[config.mk]
export PLATFORM = sky130hd
export DESIGN_NAME = pme_wake_smi_status
export DESIGN_NICKNAME = d
export VERILOG_FILES = /design/src/logic/pme_smi_pkg.sv /design/src/logic/pin_sync.sv /design/src/logic/wake_gate.sv /design/src/logic/pme_wake_smi_status.sv
export SDC_FILE = /design/constraint.sdc
export NUM_CORES = 1
export LEC_CHECK = 0
export ABC_AREA = 0
export BUFFER_PORTS_ARGS = -buffer_cell sky130_fd_sc_hd__buf_2
export CORE_ASPECT_RATIO = 1.5
export CORE_MARGIN = 1
export CORE_UTILIZATION = 54
export DETAILED_ROUTE_END_ITERATION = 12
export GPL_ROUTABILITY_DRIVEN = 0
export GPL_TIMING_DRIVEN = 0
export PLACE_DENSITY = 0.75
export SLEW_MARGIN = 10
export SYNTH_ARGS = -nofsm -noshare
export SYNTH_HDL_FRONTEND = slang
export SYNTH_SLANG_ARGS = --single-unit
export TNS_END_PERCENT = 20
[constraint.sdc]
create_clock -name core_clk -period 1.5 [get_ports core_clk]
set_clock_uncertainty 0.2 [all_clocks]
set_input_delay 0.075 -clock core_clk [delete_from_list [all_inputs] [get_ports core_clk]]
set_output_delay 0.075 -clock core_clk [all_outputs]
set_load 0.02 [all_outputs]
[src/logic/pme_smi_pkg.sv]
// package: register offsets, field positions and reset values for the
// wake-enable / sysmgmt status block.
// assumes byte-wide registers on a plain strobe port, 8-bit offsets.
package pme_smi_pkg;
   localparam logic [7:0] OFF_WAKE_EN4   = 8'h0D;
   localparam logic [7:0] OFF_WAKE_EN5   = 8'h0E;
   localparam logic [7:0] OFF_RSVD       = 8'h0F;
   localparam logic [7:0] OFF_SMI_STATUS_ONE   = 8'h10;
   localparam logic [7:0] OFF_SMI_EN1    = 8'h16;
   localparam logic [7:0] OFF_CTRL       = 8'h20;
   localparam logic [7:0] OFF_IRQ_STS    = 8'h21;
   localparam logic [7:0] OFF_IRQ_MASK   = 8'h22;

   localparam logic [7:0] WAKE_EN_RST    = 8'h00;
   localparam logic [7:0] SMI_STATUS_ONE_RST   = 8'h02;
   localparam logic [7:0] SMI_EN1_RST    = 8'h00;
   localparam logic [7:0] RSVD_VALUE     = 8'h00;
   localparam logic [7:0] ZERO8          = 8'h00;
   // status bits 1..5 carry sources; 0,6,7 reserved
   localparam logic [7:0] SMI_STATUS_ONE_MASK  = 8'h3E;

   localparam int BIT_PAR     = 1;
   localparam int BIT_SER2    = 2;
   localparam int BIT_SER1    = 3;
   localparam int BIT_FLOPPY  = 4;
   localparam int BIT_MIDI    = 5;

   // control register fields
   localparam int CTRL_WAKE_MASTER = 0;
   localparam int CTRL_PAR_ACTIVE  = 1;
   localparam logic [7:0] CTRL_RST = 8'h00;
   localparam logic [7:0] CTRL_MASK = 8'h03;

   // interrupt status fields: wake asserted edge, sysmgmt asserted edge
   localparam int IRQ_WAKE = 0;
   localparam int IRQ_SMI  = 1;
   localparam logic [7:0] IRQ_MASK_W = 8'h03;
endpackage : pme_smi_pkg

[src/logic/pin_sync.sv]
// three-flop synchroniser; output changes only when stages two and three agree.
// assumes d is asynchronous to core_clk.
`timescale 1ns/1ps
`default_nettype none
module pin_sync #(
   parameter logic INIT = 1'b0
) (
   input  wire logic core_clk,
   input  wire logic rstn,
   input  wire logic d,
   output var  logic q
);
   typedef struct packed {
      logic s1;
      logic s2;
      logic s3;
      logic q;
   } sync_s;

   sync_s st_r;
   sync_s st_nxt;

   always_comb begin
      st_nxt    = st_r;
      st_nxt.s1 = d;
      st_nxt.s2 = st_r.s1;
      st_nxt.s3 = st_r.s2;
      // change only counts once stages two and three agree
      if (st_r.s2 == st_r.s3) begin
         st_nxt.q = st_r.s3;
      end
   end

   always_ff @(posedge core_clk) begin
      if (!rstn) begin
         st_r <= '{s1: INIT, s2: INIT, s3: INIT, q: INIT};
      end else begin
         st_r <= st_nxt;
      end
   end

   assign q = st_r.q;
endmodule : pin_sync
`default_nettype wire

[src/logic/wake_gate.sv]
// one 8-bit wake group: enable register gated against status bits.
// assumes status and enable are already in the core_clk domain.
`timescale 1ns/1ps
`default_nettype none
module wake_gate (
   input  wire logic [7:0] status,
   input  wire logic [7:0] enable,
   output var  logic       hit
);
   // disabled sources still show in status, just never reach the output
   assign hit = |(status & enable); // see RQ1 see RQ2
endmodule : wake_gate
`default_nettype wire

[src/logic/pme_wake_smi_status.sv]
// wake-enable gating and first sysmgmt status register of a runtime block.
// assumes a byte register port on core_clk (250 MHz), sync active-low rstn
// as standby power-on reset, and main/soft/hard resets all arriving on the one main_reset input.
//
// Overview of operation
// RQ1: an enabled wake source whose status is set drives the wake output when the master wake enable is set.
// RQ2: a disabled wake source still shows in its status but never drives the wake output.
// RQ3: wake enable four bits 0..7 gate gpio_30,31,32,33,41,43,60,61 in that order.
// RQ4: wake enable five bits 0..7 gate gpio_50 through gpio_57 ascending.
// RQ5: wake enables clear to zero only on standby reset and survive main, soft and hard resets.
// RQ6: offset 0F reads zero and writes to it do nothing.
// RQ7: sysmgmt status one shows the live source levels and is not cleared by writes.
// RQ8: status one holds parallel at bit 1, serial two at 2, serial one at 3, floppy at 4, midi at 5.
// RQ9: with the parallel port inactive the parallel flag reads one.
// RQ10: with the parallel port active the parallel flag follows the acknowledge input.
// RQ11: status one resets to 02 on standby reset and bit 1 is forced on main, hard and soft resets.
// RQ12: a status flag reaches the group sysmgmt output only when its enable bit is one.
// RQ13: the active-low wake output is the registered OR of enabled set sources under the master enable.
`timescale 1ns/1ps
`default_nettype none
module pme_wake_smi_status (
   input  wire logic       core_clk,
   input  wire logic       rstn,
   input  wire logic       main_reset,
   input  wire logic [7:0] addr,
   input  wire logic [7:0] wdata,
   input  wire logic       wr,
   input  wire logic       rd,
   output var  logic [7:0] rdata,
   input  wire logic [7:0] wake_status_four,
   input  wire logic [7:0] wake_status_five,
   input  wire logic       printer_ack_n,
   input  wire logic       second_serial_irq,
   input  wire logic       first_serial_irq,
   input  wire logic       floppy_irq,
   input  wire logic       midi_irq,
   output var  logic       wake_request_out_n,
   output var  logic       group_sysmgmt_irq_n,
   output var  logic       irq
);
   typedef struct packed {
      logic [7:0] wake_en4;
      logic [7:0] wake_en5;
      logic [7:0] smi_en1;
      logic [7:0] ctrl;
      logic [7:0] smi_status_one;
      logic [7:0] irq_sts;
      logic [7:0] irq_mask;
      logic       force_par;
      logic       wake_act;
      logic       smi_act;
      logic [7:0] rdata;
   } state_s;

   state_s st_r;
   state_s st_nxt;

   logic       ack_s;
   logic       ser2_s;
   logic       ser1_s;
   logic       flop_s;
   logic       midi_s;
   logic [7:0] wk4_s;
   logic [7:0] wk5_s;
   logic       hit4;
   logic       hit5;
   logic [7:0] live_sts;
   logic       par_flag;

   // every asynchronous source passes the three-flop synchroniser with its stage-two/three agreement filter
   pin_sync #(.INIT(1'b1)) u_ack (
      .core_clk (core_clk),
      .rstn     (rstn),
      .d        (printer_ack_n),
      .q        (ack_s)
   );
   pin_sync u_ser2 (
      .core_clk (core_clk),
      .rstn     (rstn),
      .d        (second_serial_irq),
      .q        (ser2_s)
   );
   pin_sync u_ser1 (
      .core_clk (core_clk),
      .rstn     (rstn),
      .d        (first_serial_irq),
      .q        (ser1_s)
   );
   pin_sync u_flop (
      .core_clk (core_clk),
      .rstn     (rstn),
      .d        (floppy_irq),
      .q        (flop_s)
   );
   pin_sync u_midi (
      .core_clk (core_clk),
      .rstn     (rstn),
      .d        (midi_irq),
      .q        (midi_s)
   );

   genvar gi;
   generate
      for (gi = 0; gi < 8; gi++) begin : g_wk
         pin_sync u_w4 (
            .core_clk (core_clk),
            .rstn     (rstn),
            .d        (wake_status_four[gi]),
            .q        (wk4_s[gi])
         );
         pin_sync u_w5 (
            .core_clk (core_clk),
            .rstn     (rstn),
            .d        (wake_status_five[gi]),
            .q        (wk5_s[gi])
         );
      end
   endgenerate

   // bit order of the status vectors matches the enable layout
   wake_gate u_gate4 (
      .status (wk4_s),
      .enable (st_r.wake_en4),
      .hit    (hit4)
   ); // see RQ3
   wake_gate u_gate5 (
      .status (wk5_s),
      .enable (st_r.wake_en5),
      .hit    (hit5)
   ); // see RQ4

   // acknowledge is active low; inactive port reads as one
   assign par_flag = st_r.ctrl[pme_smi_pkg::CTRL_PAR_ACTIVE]
                     ? ack_s : 1'b1; // see RQ9 see RQ10

   always_comb begin
      live_sts = pme_smi_pkg::ZERO8;
      live_sts[pme_smi_pkg::BIT_PAR]    = par_flag;
      live_sts[pme_smi_pkg::BIT_SER2]   = ser2_s;
      live_sts[pme_smi_pkg::BIT_SER1]   = ser1_s;
      live_sts[pme_smi_pkg::BIT_FLOPPY] = flop_s;
      live_sts[pme_smi_pkg::BIT_MIDI]   = midi_s; // see RQ8
   end

   always_comb begin
      st_nxt = st_r;
      st_nxt.rdata = pme_smi_pkg::ZERO8;

      // status tracks the sources; writes never touch it
      st_nxt.smi_status_one = live_sts; // see RQ7
      st_nxt.force_par = 1'b0;
      if (st_r.force_par) begin
         st_nxt.smi_status_one[pme_smi_pkg::BIT_PAR] = 1'b1; // see RQ11
      end
      if (main_reset) begin
         // main resets leave wake enables alone but force the flag
         st_nxt.force_par = 1'b1;
         st_nxt.smi_status_one[pme_smi_pkg::BIT_PAR] = 1'b1; // see RQ11 see RQ5
      end

      st_nxt.wake_act = st_r.ctrl[pme_smi_pkg::CTRL_WAKE_MASTER]
                        & (hit4 | hit5); // see RQ13 see RQ1
      st_nxt.smi_act  = |(st_r.smi_status_one & st_r.smi_en1); // see RQ12

      if (st_nxt.wake_act && !st_r.wake_act) begin
         st_nxt.irq_sts[pme_smi_pkg::IRQ_WAKE] = 1'b1;
      end
      if (st_nxt.smi_act && !st_r.smi_act) begin
         st_nxt.irq_sts[pme_smi_pkg::IRQ_SMI] = 1'b1;
      end

      if (wr) begin
         case (addr)
            pme_smi_pkg::OFF_WAKE_EN4: st_nxt.wake_en4 = wdata;
            pme_smi_pkg::OFF_WAKE_EN5: st_nxt.wake_en5 = wdata;
            pme_smi_pkg::OFF_SMI_EN1:
               st_nxt.smi_en1 = wdata & pme_smi_pkg::SMI_STATUS_ONE_MASK;
            pme_smi_pkg::OFF_CTRL:
               st_nxt.ctrl = wdata & pme_smi_pkg::CTRL_MASK;
            pme_smi_pkg::OFF_IRQ_MASK:
               st_nxt.irq_mask = wdata & pme_smi_pkg::IRQ_MASK_W;
            pme_smi_pkg::OFF_IRQ_STS: begin
               // a new event in the clearing cycle survives the clear
               if (!(st_nxt.wake_act && !st_r.wake_act)
                   && wdata[pme_smi_pkg::IRQ_WAKE]) begin
                  st_nxt.irq_sts[pme_smi_pkg::IRQ_WAKE] = 1'b0;
               end
               if (!(st_nxt.smi_act && !st_r.smi_act)
                   && wdata[pme_smi_pkg::IRQ_SMI]) begin
                  st_nxt.irq_sts[pme_smi_pkg::IRQ_SMI] = 1'b0;
               end
            end
            default: ; // offset 0F and unmapped writes ignored, see RQ6
         endcase
      end

      if (rd) begin
         case (addr)
            pme_smi_pkg::OFF_WAKE_EN4: st_nxt.rdata = st_r.wake_en4;
            pme_smi_pkg::OFF_WAKE_EN5: st_nxt.rdata = st_r.wake_en5;
            pme_smi_pkg::OFF_RSVD:
               st_nxt.rdata = pme_smi_pkg::RSVD_VALUE; // see RQ6
            pme_smi_pkg::OFF_SMI_STATUS_ONE: st_nxt.rdata = st_r.smi_status_one;
            pme_smi_pkg::OFF_SMI_EN1:  st_nxt.rdata = st_r.smi_en1;
            pme_smi_pkg::OFF_CTRL:     st_nxt.rdata = st_r.ctrl;
            pme_smi_pkg::OFF_IRQ_STS:  st_nxt.rdata = st_r.irq_sts;
            pme_smi_pkg::OFF_IRQ_MASK: st_nxt.rdata = st_r.irq_mask;
            default:                   st_nxt.rdata = pme_smi_pkg::ZERO8;
         endcase
      end
   end

   always_ff @(posedge core_clk) begin
      if (!rstn) begin
         st_r.wake_en4  <= pme_smi_pkg::WAKE_EN_RST; // see RQ5
         st_r.wake_en5  <= pme_smi_pkg::WAKE_EN_RST;
         st_r.smi_en1   <= pme_smi_pkg::SMI_EN1_RST;
         st_r.ctrl      <= pme_smi_pkg::CTRL_RST;
         st_r.smi_status_one  <= pme_smi_pkg::SMI_STATUS_ONE_RST; // see RQ11
         st_r.irq_sts   <= pme_smi_pkg::ZERO8;
         st_r.irq_mask  <= pme_smi_pkg::ZERO8;
         st_r.force_par <= 1'b1;
         st_r.wake_act  <= 1'b0;
         st_r.smi_act   <= 1'b0;
         st_r.rdata     <= pme_smi_pkg::ZERO8;
      end else begin
         st_r <= st_nxt;
      end
   end

   assign rdata               = st_r.rdata;
   assign wake_request_out_n  = ~st_r.wake_act; // see RQ13
   assign group_sysmgmt_irq_n = ~st_r.smi_act;
   assign irq                 = |(st_r.irq_sts & st_r.irq_mask);

   AST_WAKE_MASTER: assert property (@(posedge core_clk) disable iff (!rstn)
      !st_r.ctrl[pme_smi_pkg::CTRL_WAKE_MASTER] |=> wake_request_out_n)
      else $error("wake asserted without master enable"); // see RQ1
   AST_WAKE_DISABLED: assert property (@(posedge core_clk) disable iff (!rstn)
      (st_r.wake_en4 == 8'h00 && st_r.wake_en5 == 8'h00)
      |=> wake_request_out_n)
      else $error("wake asserted with all sources disabled"); // see RQ2
   AST_WAKE_ON: assert property (@(posedge core_clk) disable iff (!rstn)
      (st_r.ctrl[pme_smi_pkg::CTRL_WAKE_MASTER] && hit4)
      |=> !wake_request_out_n)
      else $error("enabled group four did not wake"); // see RQ3
   AST_WAKE_FIVE: assert property (@(posedge core_clk) disable iff (!rstn)
      (st_r.ctrl[pme_smi_pkg::CTRL_WAKE_MASTER]
       && (wk5_s & st_r.wake_en5) != 8'h00)
      |=> !wake_request_out_n)
      else $error("enabled group five did not wake"); // see RQ4
   AST_EN_HOLD: assert property (@(posedge core_clk) disable iff (!rstn)
      (main_reset && !wr) |=> $stable(st_r.wake_en4) && $stable(st_r.wake_en5))
      else $error("main reset disturbed wake enables"); // see RQ5
   AST_RSVD_ZERO: assert property (@(posedge core_clk) disable iff (!rstn)
      (rd && addr == pme_smi_pkg::OFF_RSVD) |=> rdata == 8'h00)
      else $error("reserved offset read nonzero"); // see RQ6
   AST_STS_LIVE: assert property (@(posedge core_clk) disable iff (!rstn)
      (!st_r.force_par && !main_reset) |=> st_r.smi_status_one == $past(live_sts))
      else $error("status does not track sources"); // see RQ7
   AST_RSVD_BITS: assert property (@(posedge core_clk) disable iff (!rstn)
      (st_r.smi_status_one & ~pme_smi_pkg::SMI_STATUS_ONE_MASK) == 8'h00)
      else $error("reserved status bit set"); // see RQ8
   AST_PAR_IDLE: assert property (@(posedge core_clk) disable iff (!rstn)
      !st_r.ctrl[pme_smi_pkg::CTRL_PAR_ACTIVE] |=> st_r.smi_status_one[1])
      else $error("parallel flag low while port inactive"); // see RQ9
   AST_PAR_TRACK: assert property (@(posedge core_clk) disable iff (!rstn)
      (st_r.ctrl[pme_smi_pkg::CTRL_PAR_ACTIVE] && !main_reset
       && !st_r.force_par)
      |=> st_r.smi_status_one[1] == $past(ack_s))
      else $error("parallel flag does not follow acknowledge"); // see RQ10
   AST_MAIN_FORCE: assert property (@(posedge core_clk) disable iff (!rstn)
      main_reset |=> st_r.smi_status_one[1] ##1 st_r.smi_status_one[1])
      else $error("main reset did not force parallel flag"); // see RQ11
   AST_SMI_GATE: assert property (@(posedge core_clk) disable iff (!rstn)
      st_r.smi_en1 == 8'h00 |=> group_sysmgmt_irq_n)
      else $error("sysmgmt asserted while all disabled"); // see RQ12
   AST_WAKE_SYNC: assert property (@(posedge core_clk) disable iff (!rstn)
      !wake_request_out_n
      |-> $past(st_r.ctrl[pme_smi_pkg::CTRL_WAKE_MASTER]))
      else $error("wake not qualified one cycle earlier"); // see RQ13
   // off direction of the wake gate and both directions of the sysmgmt gate, one cycle of latency
   AST_WAKE_OFF: assert property (@(posedge core_clk) disable iff (!rstn)
      !(st_r.ctrl[pme_smi_pkg::CTRL_WAKE_MASTER] && (hit4 || hit5))
      |=> wake_request_out_n)
      else $error("wake asserted without an enabled set source"); // see RQ13
   AST_SMI_ON: assert property (@(posedge core_clk) disable iff (!rstn)
      (st_r.smi_status_one & st_r.smi_en1) != pme_smi_pkg::ZERO8
      |=> !group_sysmgmt_irq_n)
      else $error("enabled status flag did not reach sysmgmt"); // see RQ12
   AST_SMI_OFF: assert property (@(posedge core_clk) disable iff (!rstn)
      (st_r.smi_status_one & st_r.smi_en1) == pme_smi_pkg::ZERO8
      |=> group_sysmgmt_irq_n)
      else $error("sysmgmt asserted with no enabled flag"); // see RQ12
   AST_SMI_EN_RSVD: assert property (@(posedge core_clk) disable iff (!rstn)
      (st_r.smi_en1 & ~pme_smi_pkg::SMI_STATUS_ONE_MASK) == pme_smi_pkg::ZERO8)
      else $error("reserved sysmgmt enable bit set"); // see RQ12
   // register port: writes land next cycle, reads answer once then idle
   AST_EN4_WR: assert property (@(posedge core_clk) disable iff (!rstn)
      (wr && addr == pme_smi_pkg::OFF_WAKE_EN4)
      |=> st_r.wake_en4 == $past(wdata))
      else $error("wake enable four write lost"); // see RQ3
   AST_EN5_WR: assert property (@(posedge core_clk) disable iff (!rstn)
      (wr && addr == pme_smi_pkg::OFF_WAKE_EN5)
      |=> st_r.wake_en5 == $past(wdata))
      else $error("wake enable five write lost"); // see RQ4
   AST_RSVD_WR: assert property (@(posedge core_clk) disable iff (!rstn)
      (wr && addr == pme_smi_pkg::OFF_RSVD)
      |=> $stable(st_r.wake_en4) && $stable(st_r.wake_en5))
      else $error("reserved offset write had an effect"); // see RQ6
   AST_STS_RD: assert property (@(posedge core_clk) disable iff (!rstn)
      (rd && addr == pme_smi_pkg::OFF_SMI_STATUS_ONE)
      |=> rdata == $past(st_r.smi_status_one))
      else $error("status read returned stale data"); // see RQ7
   AST_RDATA_IDLE: assert property (@(posedge core_clk) disable iff (!rstn)
      !rd |=> rdata == pme_smi_pkg::ZERO8)
      else $error("read data present without a read");
   // a wake edge in the clearing cycle must still leave the bit set
   AST_WAKE_SET_WINS: assert property (@(posedge core_clk) disable iff (!rstn)
      (st_nxt.wake_act && !st_r.wake_act)
      |=> st_r.irq_sts[pme_smi_pkg::IRQ_WAKE])
      else $error("wake event lost in status");

   COV_WAKE: cover property (@(posedge core_clk) disable iff (!rstn)
      $fell(wake_request_out_n));
   COV_SMI: cover property (@(posedge core_clk) disable iff (!rstn)
      $fell(group_sysmgmt_irq_n));
   COV_IRQ: cover property (@(posedge core_clk) disable iff (!rstn) $rose(irq));
   COV_MAIN: cover property (@(posedge core_clk) disable iff (!rstn)
      main_reset ##1 st_r.ctrl[pme_smi_pkg::CTRL_PAR_ACTIVE]);
   // parallel port active with acknowledge low: the only way bit 1 drops
   COV_PAR_LOW: cover property (@(posedge core_clk) disable iff (!rstn)
      st_r.ctrl[pme_smi_pkg::CTRL_PAR_ACTIVE]
      && !st_r.smi_status_one[pme_smi_pkg::BIT_PAR]);
endmodule : pme_wake_smi_status
`default_nettype wire

* Word level (Yosys, flattened, before mapping)
Cells that the tools add are included.
** Storage, ports and cells
- Bits in registers :: 130
- Logic and storage cells :: 163
- Bits of input ports :: 42
** Operators by class
- Reductions and logical operators :: 19
- Bitwise logic cells :: 10
- Equal/unequal tests :: 28
- Mux-type cells :: 9
** Operators with widths (number)
- $pmux 8 s7 :: 1
- $reduce_or 8->1 :: 4
- $eq 8x6->1 const B :: 3
- $eq 1x1->1 :: 21
- $and 8x8->8 :: 2
- $eq 8x4->1 const B :: 2
- $eq 8x5->1 const B :: 2
- $reduce_and 2->1 :: 6
- $mux 10 :: 1
- $and 8x6->8 :: 1
- $mux 1 :: 5
- $logic_and 1x1->1 :: 4
- $logic_not 1->1 :: 4
- $mux 2 :: 2
- $not 1->1 :: 4
- $reduce_or 4->1 :: 1
- $and 2x2->2 :: 1
- $and 1x1->1 :: 1
- $or 1x1->1 :: 1

* Logic depth before layout (Yosys ltp)
- Depth in word-level cells :: 10
- Mapped depth :: 7

* By module
From an unflattened synthesis, not the netlist that was laid out.
** Second synthesis, totals
- Cells, all modules :: 409
- Area, all modules :: 4454.3 sq um
** By module, submodules not included
- pin_sync (g_wk[0].u_w4 ...) :: cells each 10, instances 20, area an instance 116.4 sq um, seq. area each 80.1 sq um
- pme_wake_smi_status :: cells each 189, instances 1, area an instance 1941.9 sq um, seq. area each 860.8 sq um
- pin_sync (u_ack) :: cells each 10, instances 1, area an instance 112.6 sq um, seq. area each 80.1 sq um
- wake_gate :: cells each 5, instances 2, area an instance 36.3 sq um, seq. area each 0.0 sq um

* Worst setup path before layout
OpenSTA, ideal clock, no wires.
- Path kind :: input port to flip-flop
- From :: in addr[0]
- To :: reg, netlist name rdata[6]
- Setup slack :: 0.099 ns
- Arrival time :: 1.067 ns
- Buffers on the path :: 1
- Stages on the path :: 5
- Path through :: nor2b_1 > and3_1 > buf_6 > o41ai_4 > nor2_1
** Between the ends
- Cells in the longest elaborated chain, start to end :: 2
- Elaborated cells between the ends (all ways) :: 8
- Those cells by class :: 7 x eq/ne; 1 x mux
** Ends and longest elaborated chain
- from (decl) :: line pme_wake_smi_status.sv:25 : input wire logic [7:0] addr,
- $eq 8x6->1, or another cell as far along :: line pme_wake_smi_status.sv:198 : case (addr)
- $pmux 8 s7 * :: line pme_wake_smi_status.sv:198
Mark *: on every way between the ends. The rest lies on a longest branch, timed or not.
A chain may end at the register's enable or synchronous reset.

==> results.yml <==
synth:
  synth.distinct_cells: 34
  seq_area_frac_synth: 0.574
  synth_area_mm2: 0.00443
  synth_edf_count: 0
  syn_inst: 437
  syn-num-nets: 479
  async_flop_share: 0
  ys_ff_latch: 127
  syn_avg_cell_area_um2: 10.1
  yosys_warnings: 0
  yosys_most_used_dff: "dfxtp_1"
clock_network:
  cts_root_buffer: "clkbuf_16"
  clock_path_buffers: 2
  clk_pin_slew_ns: 0.05
  cts.sinks: 127
  cts_tree: "yes"
  cts_setup_buffers: 0
  cts_buffers: 17
  clock_latency_ns: 0.41
  cts_max_level: 4
die:
  dieArea_mm2: 0.00858
  initial_core_util: 0.557
  io_pins: 53
  die_h_um: 113
  core-area_mm2: 0.00796
  rows: 40
  chipWidth_um: 75.9
cells_and_area:
  layout_commonest_cell: "dfxtp_1"
  final_util: 0.736
  drive_above_1_share: 0.188
  final_cell_mix: "dfxtp_1 (127), and2_1 (67), buf_2 (55), nand2_1 (54), dlygate4sd3_1 (40)"
  antenna_cells: 0
  num-nets-final: 589
  n_fill_cell: 594
  areaGrowthSynthToFinish_pct: 32.3
route:
  routed-via-count: 3513
  drtAntennaViolNets: 0
  wl_per_cell_um: 14.5
  wirelength_mm: 9.62
  drc_errors: 0
  dr.pass1.iters: 5
  viasPerCell: 5.28
  drtIter0Drc: 193
sta:
  fin_crit_sh: 0.991
  finalMaxSlewViolations: 0
  period_needed_ns: 1.49
  worstMarginPinSlew_ns: 0.541
  hold_viol: 1
  max_freq_mhz: 673
  holdWs_ns: -0.00640
  rsz0062_at_grt: "no"
  relSlewSlack: 0.640
  fin_ws_ns: 0.0140
  setup_violations: 0
critical_path:
  critPathRequiredTime_ns: 1.65
  startpoint_type: "input port"
  worstPathCellList: "clkbuf_1, dlygate4sd3_1, a21boi_0, a32o_1"
  slowest_stage: "dlygate4sd3_1"
  crit_family: "buffers and inverters"
  worstPathMaxFanout: 10
  arrival_ns: 1.64
  worst-setup-path-type: "in -> reg"
  end_kind: "register"
  crit_buf_inv: 2
  r2r_slack_ns: 0.03
  cpPeakStageDelay_ns: 0.65
placement:
  io_buffer_count: 51
  place_hpwl_mm: 6.35
  pre_cts_slack_ns: -0.222
pwr:
  cellLeakagePower_nw: 2.30
  irDropWorstVdd_mv: 0.966
  p_switching_mw: 1.57
  comb_power_share: 0.039
  p_seq_frac: 0.432
  swShare: 0.195
  clock_power_share: 0.529
  power.internal_mw: 6.47
  p_per_area_mw_per_mm2: 1370
min_path:
  hold_path.class: "in -> reg"
global_route:
  antenna_found_initial: 0
  grt_pass1_vias: 3614
  grt_max_degree: 17
  grt_pass1_wl_mm: 16.2
  grt-ovfl-total: 0
  grt_use_total: 0.245
run:
  max_cap_violations: 0
status:
  status: "finished, violations left"
  violations: "hold timing"
==> logic make-up (layout without fill, tap and decap cells) <==
| family | after synthesis | after routing | synth area share |
|---|---|---|---|
| AOI/OAI and AO/OA | 99 | 99 | 0.165 |
| buffers and inverters | 33 | 156 | 0.0418 |
| DFF | 127 | 127 | 0.574 |
| muxes | 2 | 2 | 0.00452 |
| and+or+nand+nor | 176 | 176 | 0.214 |
==> area by class of cell <==
| class | instances | area, µm² | area share |
|---|---|---|---|
| Timing Repair Buffer | 91 | 656 | 0.112 |
| Multi-Input combinational cell | 277 | 1720 | 0.294 |
| Inverter | 2 | 7.51 | 0.00128 |
| Tap cell | 105 | 131 | 0.0224 |
| Clock inverter | 12 | 165 | 0.0282 |
| Clock buffer | 20 | 457 | 0.0779 |
| Buffer | 31 | 178 | 0.0303 |
| Sequential cell | 127 | 2540 | 0.434 |
==> metal layers <==
layer  vias to the layer above  global-route usage  share of wire
li1                       1719                   -              -
met1                      1630               0.239           0.39
met2                       129               0.448           0.52
met3                        35              0.0855          0.056
met4                         0               0.133          0.040
met5                         -                   0              0
==> synthesized netlist by cell type, types with 4 or more instances <==
cell type	n	area (µm²)
dfxtp_1	127	2540
and2_1	67	419
nand2_1	54	203
a21boi_0	31	233
nand3_1	24	120
o21ai_0	21	105
clkbuf_1	15	56.3
a21boi_1	13	97.6
buf_4	9	67.6
a22o_1	7	61.3
a222oi_1	6	60.1
nor2b_1	6	37.5
a21oi_1	5	25.0
a22oi_1	5	37.5
and3_1	5	31.3
nand4_1	5	31.3
nor2_1	5	18.8
a221oi_1	4	35.0
buf_2	4	20.0
nand2b_1	4	25.0
==> state kept, by name (all words and copies together) (netlist names), 8 cells and up <==
signal and cells:
g_wk.u_w4.q 8, g_wk.u_w5.q 8, g_wk.u_w5.st_r 8, rdata 8, st_r 35, g_wk.u_w4.st_nxt 16, g_wk.u_w4.st_r 8, g_wk.u_w5.st_nxt 16
==> stage by stage <==
stage / TNS (ns) / instances / total power, mW / hold WS (ns) / cell area (µm²)
6_report: 0 / 665 / 8.04 / -0.00640 / 5860
5_1_grt: 0 / 665 / 8.32 / 0.0107 / 5860
4_1_cts: 0 / 665 / 8.10 / 0.00234 / 5840
3_5_place_dp: -3.77 / 593 / 3.78 / 0.0588 / 4820
3_3_place_gp: -3.05 / 593 / 3.76 / 0.0554 / 4820
2_1_floorplan: 0 / 437 / 3.66 / -0.0235 / 4430
==> worst min-delay path: stages <==
cell and delay [ns]:
clkbuf_1 0.25, nand2_1 0.18, nor2_1 0.05
==> power groups by stage <==
stage	combinational [mW]	clock, mW	sequential (mW)
2_1_floorplan	0.124	0	3.54
3_3_place_gp	0.223	0	3.54
5_1_grt	0.340	4.50	3.48
6_report	0.311	4.25	3.47
3_5_place_dp	0.229	0	3.55
4_1_cts	0.310	4.31	3.47
==> final timing paths <==
kind                                     end                         from  depth (start not counted)
hold / removal            st_r[9]$_SDFF_PN0_                         rstn                          3
setup / recovery         st_r[20]$_SDFF_PN0_                         rstn                          4
hold reg to reg   u_ack.st_nxt[1]$_SDFF_PN1_   u_ack.st_nxt[2]$_SDFF_PN1_                          1
setup reg to reg         st_r[19]$_SDFF_PN0_  g_wk[5].u_w5.q$_SDFFE_PN0N_                          4
==> timing repair <==
item                                   CTS  global route
endpoints found under the hold margin   61             0
hold buffers                            40             0
setup endpoints to repair                2             3
cloned                                   0             0
gates resized for setup                  1             3
pin swaps                                1             1
Power figures use the tool's default switching activity.
